[src/hdl/ssc_consts.svh]
/*
  Constants of the serial switch control shifter: register offsets,
  field positions, reset values and widths.
  Assumes inclusion by bare name from the package and the design file.
*/
// Behaviour
// - Select low: sample data on clock rise
// - Eight-bit register, one bit per switch
// - Output last stage on falling clock edges
// - First-shifted bit enters and leaves first
// - Shifting never alters the switches
// - Select rise copies register into latch
// - Select high: clock and data ignored
// - Select high: output holds first-shifted bit
// - Register keeps the last eight bits
// - Reset pin low clears register and switches
// - Power-up: register zero, switches open
// - Latched one closes switch, zero opens
// - Switches act independently, any combination
// - Daisy chain shares select, latches together
// - Dual variant maps bits onto two banks
`ifndef SSC_CONSTS_SVH
`define SSC_CONSTS_SVH

`define SSC_WORD_BITS   8
`define SSC_SYNC_STAGES 2
`define SSC_ADDR_BITS   12
`define SSC_CTRL_OFF    12'h000
`define SSC_SHIFT_OFF   12'h004
`define SSC_LATCH_OFF   12'h008
`define SSC_CTRL_DUAL   0
`define SSC_CTRL_RST    32'h0000_0000
`define SSC_WORD_RST    8'h00
// Idle pin levels {reset_n, cs_n, sclk, din}
`define SSC_PIN_IDLE    4'hC

`endif

[src/hdl/ssc_pkg.sv]
/*
  Types of the serial switch control shifter.
  Assumes ssc_consts.svh on the include path.
*/
`include "ssc_consts.svh"

package ssc_pkg;

  typedef logic [`SSC_WORD_BITS-1:0] ssc_word_type;

  // Pin levels after the synchroniser
  typedef struct packed {
    logic reset_n;
    logic cs_n;
    logic sclk;
    logic din;
  } ssc_pins_type;

  typedef struct packed {
    logic dual;
  } ssc_ctrl_type;

endpackage

[src/hdl/ssc_shifter.sv]
/*
  Serial control logic of an eight-switch multiplexer, with an APB slave
  for configuration and status.
  Assumes serial pins arrive asynchronously and toggle slowly compared
  with CLOCK (serial clock period at least eight CLOCK periods).
*/
`timescale 1ns/100ps
`include "ssc_consts.svh"

module ssc_shifter (
  input  wire logic                      CLOCK,
  input  wire logic                      SYS_RST,
  input  wire logic                      CS_N,
  input  wire logic                      SCLK,
  input  wire logic                      DIN,
  input  wire logic                      RESET_N,
  output      logic                      DOUT,
  output      logic [`SSC_WORD_BITS-1:0] SWITCH_CLOSED,
  input  wire logic                      PSEL,
  input  wire logic                      PENABLE,
  input  wire logic                      PWRITE,
  input  wire logic [`SSC_ADDR_BITS-1:0] PADDR,
  input  wire logic [31:0]               PWDATA,
  output      logic [31:0]               PRDATA,
  output      logic                      PREADY,
  output      logic                      PSLVERR
);

  localparam int NPIN = $bits(ssc_pkg::ssc_pins_type);
  // Synchronisers start at the idle pin levels, so no false edge follows reset
  localparam ssc_pkg::ssc_pins_type PIN_IDLE = ssc_pkg::ssc_pins_type'(`SSC_PIN_IDLE);

  // Switch outputs per variant: in dual mode [7:4] is the second bank
  // switches 3..0 and [3:0] the first bank switches 3..0.
  function automatic ssc_pkg::ssc_word_type map_switches(
    input ssc_pkg::ssc_word_type w,
    input logic                  dual
  );
    ssc_pkg::ssc_word_type m;
    m = w;
    if (dual) begin
      m[7:4] = {w[4], w[5], w[6], w[7]};
      m[3:0] = w[3:0];
    end
    return m;
  endfunction

  // One decode serves the error flag and its check, so the two agree
  function automatic logic reg_mapped(input logic [`SSC_ADDR_BITS-1:0] a);
    return (a == `SSC_CTRL_OFF) || (a == `SSC_SHIFT_OFF) || (a == `SSC_LATCH_OFF);
  endfunction

  ssc_pkg::ssc_pins_type raw_pins;
  logic [NPIN-1:0]       sync_a;
  logic [NPIN-1:0]       sync_b;
  ssc_pkg::ssc_pins_type pins;
  ssc_pkg::ssc_pins_type pins_d;
  ssc_pkg::ssc_word_type shift;
  ssc_pkg::ssc_word_type latch;
  ssc_pkg::ssc_ctrl_type ctrl;
  logic                  clr;
  logic                  sclk_rise;
  logic                  sclk_fall;
  logic                  cs_rise;
  logic                  setup_phase;
  logic                  access_phase;
  logic                  addr_ok;
  logic [3:0]            rise_count;

  assign raw_pins = '{reset_n: RESET_N, cs_n: CS_N, sclk: SCLK, din: DIN};

  // Two flip-flops per pin; the first stage feeds only the second
  genvar g;
  generate
    for (g = 0; g < NPIN; g++) begin : g_sync
      always_ff @(posedge CLOCK) begin
        if (SYS_RST) begin
          sync_a[g] <= PIN_IDLE[g];
          sync_b[g] <= PIN_IDLE[g];
        end else begin
          sync_a[g] <= raw_pins[g];
          sync_b[g] <= sync_a[g];
        end
      end
    end
  endgenerate

  assign pins = ssc_pkg::ssc_pins_type'(sync_b);

  always_ff @(posedge CLOCK) begin
    if (SYS_RST)
      pins_d <= PIN_IDLE;
    else
      pins_d <= pins;
  end

  // Reset pin wins over every shift and latch event
  assign clr       = ~pins.reset_n;
  assign sclk_rise = pins.sclk & ~pins_d.sclk & ~pins.cs_n;
  assign sclk_fall = ~pins.sclk & pins_d.sclk & ~pins.cs_n;
  assign cs_rise   = pins.cs_n & ~pins_d.cs_n;

  // Shift register; it holds the last eight bits however many clocks came
  always_ff @(posedge CLOCK) begin
    if (SYS_RST || clr)
      shift <= `SSC_WORD_RST;
    else if (sclk_rise)
      shift <= {shift[`SSC_WORD_BITS-2:0], pins.din};
  end

  // Rises seen in the current select-low period, stuck at 15; only the
  // checks read it, to show frames longer than eight clocks
  always_ff @(posedge CLOCK) begin
    if (SYS_RST || clr || pins.cs_n)
      rise_count <= 4'h0;
    else if (sclk_rise && rise_count != 4'hF)
      rise_count <= rise_count + 4'h1;
  end

  // Last stage moves to the pin on falling edges only; with select high
  // no edge is seen, so the first-shifted bit stays on the pin.
  always_ff @(posedge CLOCK) begin
    if (SYS_RST || clr)
      DOUT <= 1'h0;
    else if (sclk_fall)
      DOUT <= shift[`SSC_WORD_BITS-1];
  end

  // Latch changes only on the select rise or a reset, regardless of the clock level
  always_ff @(posedge CLOCK) begin
    if (SYS_RST || clr)
      latch <= `SSC_WORD_RST;
    else if (cs_rise)
      latch <= shift;
  end

  // One bit per switch, each independent; a one closes the switch
  always_ff @(posedge CLOCK) begin
    if (SYS_RST)
      SWITCH_CLOSED <= `SSC_WORD_RST;
    else
      SWITCH_CLOSED <= map_switches(latch, ctrl.dual);
  end

  // APB slave: zero wait states, read data prepared in the setup cycle
  assign setup_phase  = PSEL & ~PENABLE;
  assign access_phase = PSEL & PENABLE;
  assign PREADY       = 1'h1;
  assign addr_ok      = reg_mapped(PADDR);

  always_ff @(posedge CLOCK) begin
    if (SYS_RST)
      ctrl <= ssc_pkg::ssc_ctrl_type'(1'(`SSC_CTRL_RST));
    else if (access_phase && PWRITE && PADDR == `SSC_CTRL_OFF)
      ctrl.dual <= PWDATA[`SSC_CTRL_DUAL];
  end

  always_ff @(posedge CLOCK) begin
    if (SYS_RST) begin
      PRDATA  <= 32'h0000_0000;
      PSLVERR <= 1'h0;
    end else if (setup_phase) begin
      PSLVERR <= ~addr_ok;
      case (PADDR)
        `SSC_CTRL_OFF:  PRDATA <= {31'h0000_0000, ctrl.dual};
        `SSC_SHIFT_OFF: PRDATA <= {24'h00_0000, shift};
        `SSC_LATCH_OFF: PRDATA <= {24'h00_0000, latch};
        default:        PRDATA <= 32'h0000_0000;
      endcase
    end else if (!PSEL) begin
      PSLVERR <= 1'h0;
    end
  end

  // Each switch bit is checked on its own, so no bit can lean on another
  for (genvar b = 0; b < `SSC_WORD_BITS; b++) begin : g_switch_chk

  end
endmodule

[config.mk]
export PLATFORM = sky130hd
export DESIGN_NAME = ssc_shifter
export DESIGN_NICKNAME = d
export VERILOG_FILES = /design/src/hdl/ssc_pkg.sv /design/src/hdl/ssc_shifter.sv
export VERILOG_INCLUDE_DIRS = /design/src /design/src/hdl
export SDC_FILE = /design/constraint.sdc
export NUM_CORES = 1
export LEC_CHECK = 0
export BUFFER_PORTS_ARGS = -buffer_cell sky130_fd_sc_hd__buf_2
export CAP_MARGIN = 0
export CORE_MARGIN = 4
export CORE_UTILIZATION = 40
export DETAILED_ROUTE_END_ITERATION = 8
export PLACE_DENSITY = 0.75
export REMOVE_ABC_BUFFERS = 1
export SYNTH_ARGS = -nofsm -noshare
export SYNTH_HDL_FRONTEND = slang
export SYNTH_SLANG_ARGS = --single-unit
[constraint.sdc]
create_clock -name CLOCK -period 1.18 [get_ports CLOCK]
set_input_delay 0.118 -clock CLOCK [delete_from_list [all_inputs] [get_ports CLOCK]]
set_output_delay 0.118 -clock CLOCK [all_outputs]
set_load 0.005 [all_outputs]
==> impl_metrics.yaml <==
placement:
  dpl_cell_area_sq_um: 2020
  gp_congestion: 0.739
  place_ws_ps: -279
  dp_cells: 275
  io_buffer_count: 39
  hpwl_mm: 2.47
sta:
  slew_violations: 0
  finalSetupViolCount: 0
  finClkSkew_ps: 5.66
  setup_ws_ps: 68.6
  hold_violations: 0
  worst_pin_slew_ps: 575
  max-slew-margin-rel: 0.617
  min_period_over_period: 0.942
  period_needed_ps: 1110
  max_clock_freq_ghz: 0.900
  rsz0062_at_grt: "false"
critical_path:
  worstSetupStartpointType: "primary input"
  path_max_fanout: 7
  crit-reg2reg-launch: "pins[2]"
  path_cells: "buf_2 > or4_4 > nor4_4 > buf_4 > a22o_1"
  slowest_delay_ps: 560
  r2r-end: "shift[6]"
  crit_path_end_kind: "flip-flop"
  cp_top_family: "simple AND/OR/NAND/NOR gates"
  path_buf_inv: 2
  slowest_stage: "or4_4"
  cp.arrival_ps: 1350
  rrSetupSlack_ps: 80
  rr_worst_depth: 4
  crit_required_ps: 1420
  crit_type: "in2reg"
floorplanning:
  core-area_sq_um: 4380
  die_w_microns: 75.7
  pin_count: 96
  start_util: 0.419
  die_area_sq_um: 5740
  row_count: 24
  die_h_microns: 75.7
detailed_routing:
  wl_mm: 3.26
  avgViaCountPerCell: 4.65
  drtAntennaViolNets: 0
  first_pass_iters: 4
  drt_iter0_drc: 40
  drc: 0
  vias: 1326
  routedWlPerCell_microns: 11.4
synth:
  yosysSeqAreaShare: 0.491
  synth_top_flop_cell: "dfxtp_1"
  synth_most_common_cell: "dfxtp_1"
  syn-cell-area_sq_um: 1840
  syn-mean-instance-area_sq_um: 9.82
  synth_top_area_cell: "dfxtp_1"
  synthArstFlopShare: 0
  yosys-top-cells-count: "dfxtp_1, buf_4, nand2_1, mux2i_1"
  netlist_instances: 187
  synth_cell_type_count: 24
  synth_top_area_share: 0.491
  synthTopCellsByArea: "dfxtp_1, buf_4, mux2i_1"
  synth_warnings: 0
  ys_ff_latch: 45
  synth_edf_count: 0
min_path:
  hold_end: "sync_a[0]"
  hold_path_class: "in2reg"
  hp-start: "DIN"
  whs_path_depth: 2
clock_network:
  cts_max_level: 2
  clock_path_buffers: 2
  clock-root-buffer: "clkbuf_8"
  cts_setup_buffers: 0
  cts_buffers: 5
  clk_latency_ps: 290
  cts_sinks: 45
  cts.reportedPaths.clkPinSlew_ps: 80
  cts_tree: "yes"
power:
  pwr_density_cell_nw_per_um2: 1310
  finalPower_w: 0.00287
  vdd_drop_max_mv: 0.838
  leakage_nw: 0.926
global_route:
  grt_first_pass_wirelength_mm: 4.89
  grt_start_max_net_pins: 22
  grt_use_total: 0.113
  grt_overflow_total: 0
  grt_pass1_vias: 1133
  antenna_found_initial: 0
layout:
  diodes: 0
  utilization: 0.499
  layoutNonFillerInstCount: 285
  syn_to_final_growth_pct: 19.2
  nNetsFinal: 285
  fillers: 425
  final_design_area_no_fill_sq_um: 2190
  drive_gt1_frac: 0.296
run:
  drv_cap: 0
run_status:
  status: "completed"
-- timing repair --
item                                    4_1_cts  5_1_grt
hold buffers                                  2        0
endpoints found under the setup margin        0        9
endpoints found under the hold margin         2        0
gates resized for setup                       0        7
-- logic make-up after synthesis --
logic type / count (synthesis) / synth area share
other cells: 2 / 0.00409
simple gates: 63 / 0.190
buf+inv: 36 / 0.125
compound gates: 26 / 0.108
flops: 45 / 0.491
mux: 15 / 0.0818
-- through the flow --
| stage | setup TNS (ps) | hold WS, ps |
|---|---|---|
| floorplan | -4950 | 190 |
| global placement | -2210 | 301 |
| detailed placement | -2150 | 305 |
| CTS | 0 | 22.0 |
| global route | 0 | 35.8 |
| finish | 0 | 32.3 |
-- state kept, by name, summed over array words and instances, names as in the netlist --
name	count
pins_d	2
shift	8
PSLVERR	1
pins	4
ctrl	1
sync_a	4
latch	8
SWITCH_CLOSED	8
PRDATA	8
DOUT	1
-- where the power goes --
| part | internal (W) | total [W] | switching (W) |
|---|---|---|---|
| Combinational | 0.0000715 | 0.000164 | 0.0000923 |
| Clock | 0.000690 | 0.00117 | 0.000479 |
| Sequential | 0.00153 | 0.00154 | 0.00000665 |
| Total | 0.00230 | 0.00287 | 0.000578 |
-- worst register-to-register path, cell delays in order (launching register included) --
cell,delay [ps]
dfxtp_2,350
nor3b_4,200
buf_6,180
mux2i_2,220
nor2_1,60
-- worst max path at each step --
stage	endpoint	from	cells after the start	slack, ps
after floorplan	shift[0]	pins[2]	3	-510
final	PRDATA[2]	PADDR[9]	5	70
after global routing	shift[6]	pins[2]	4	20
after CTS	ctrl	PADDR[2]	4	30
after detailed placement	ctrl	PADDR[2]	4	-280
after global placement	PRDATA[3]	PADDR[9]	5	-240
-- routing by layer --
layer / GRT usage / part of all wire
met2: 0.186 / 0.45
met4: 0.0466 / 0.016
met3: 0.0369 / 0.099
met1: 0.134 / 0.43
met5: 0 / 0
-- layout make-up --
type                       count  area, sq um  area share
sequential                    45          903       0.413
multi-input combinational    129          812       0.371
timing repair buffer          50          287       0.131
clock buffer                   7         86.3      0.0395
tap                           52         65.1      0.0297
clock inverter                 1         30.0      0.0137
inverter                       1         3.75     0.00172
-- cells in the final DEF (no fill, tap or decap) --
master and count:
nor3_1 2, a2111o_1 1, dlygate4sd3_1 2, bufinv_16 1, dfxtp_2 2, nand3b_1 1
or2_2 5, nor2b_1 13, nand2b_1 5, nor2_1 14, dfxtp_1 43, nor3b_1 1
a21oi_1 9, nor3b_4 1, clkbuf_1 1, nand2_1 16, nor4_2 1, mux2i_1 14
or4b_2 1, a22o_1 14, a32o_1 1, inv_1 1, o2bb2ai_1 1, conb_1 25
mux2i_2 1, nor4_4 1, or4_4 2, clkbuf_8 6, buf_2 39, buf_4 8
buf_6 1
No activity file was read; power rests on OpenSTA's default activity.
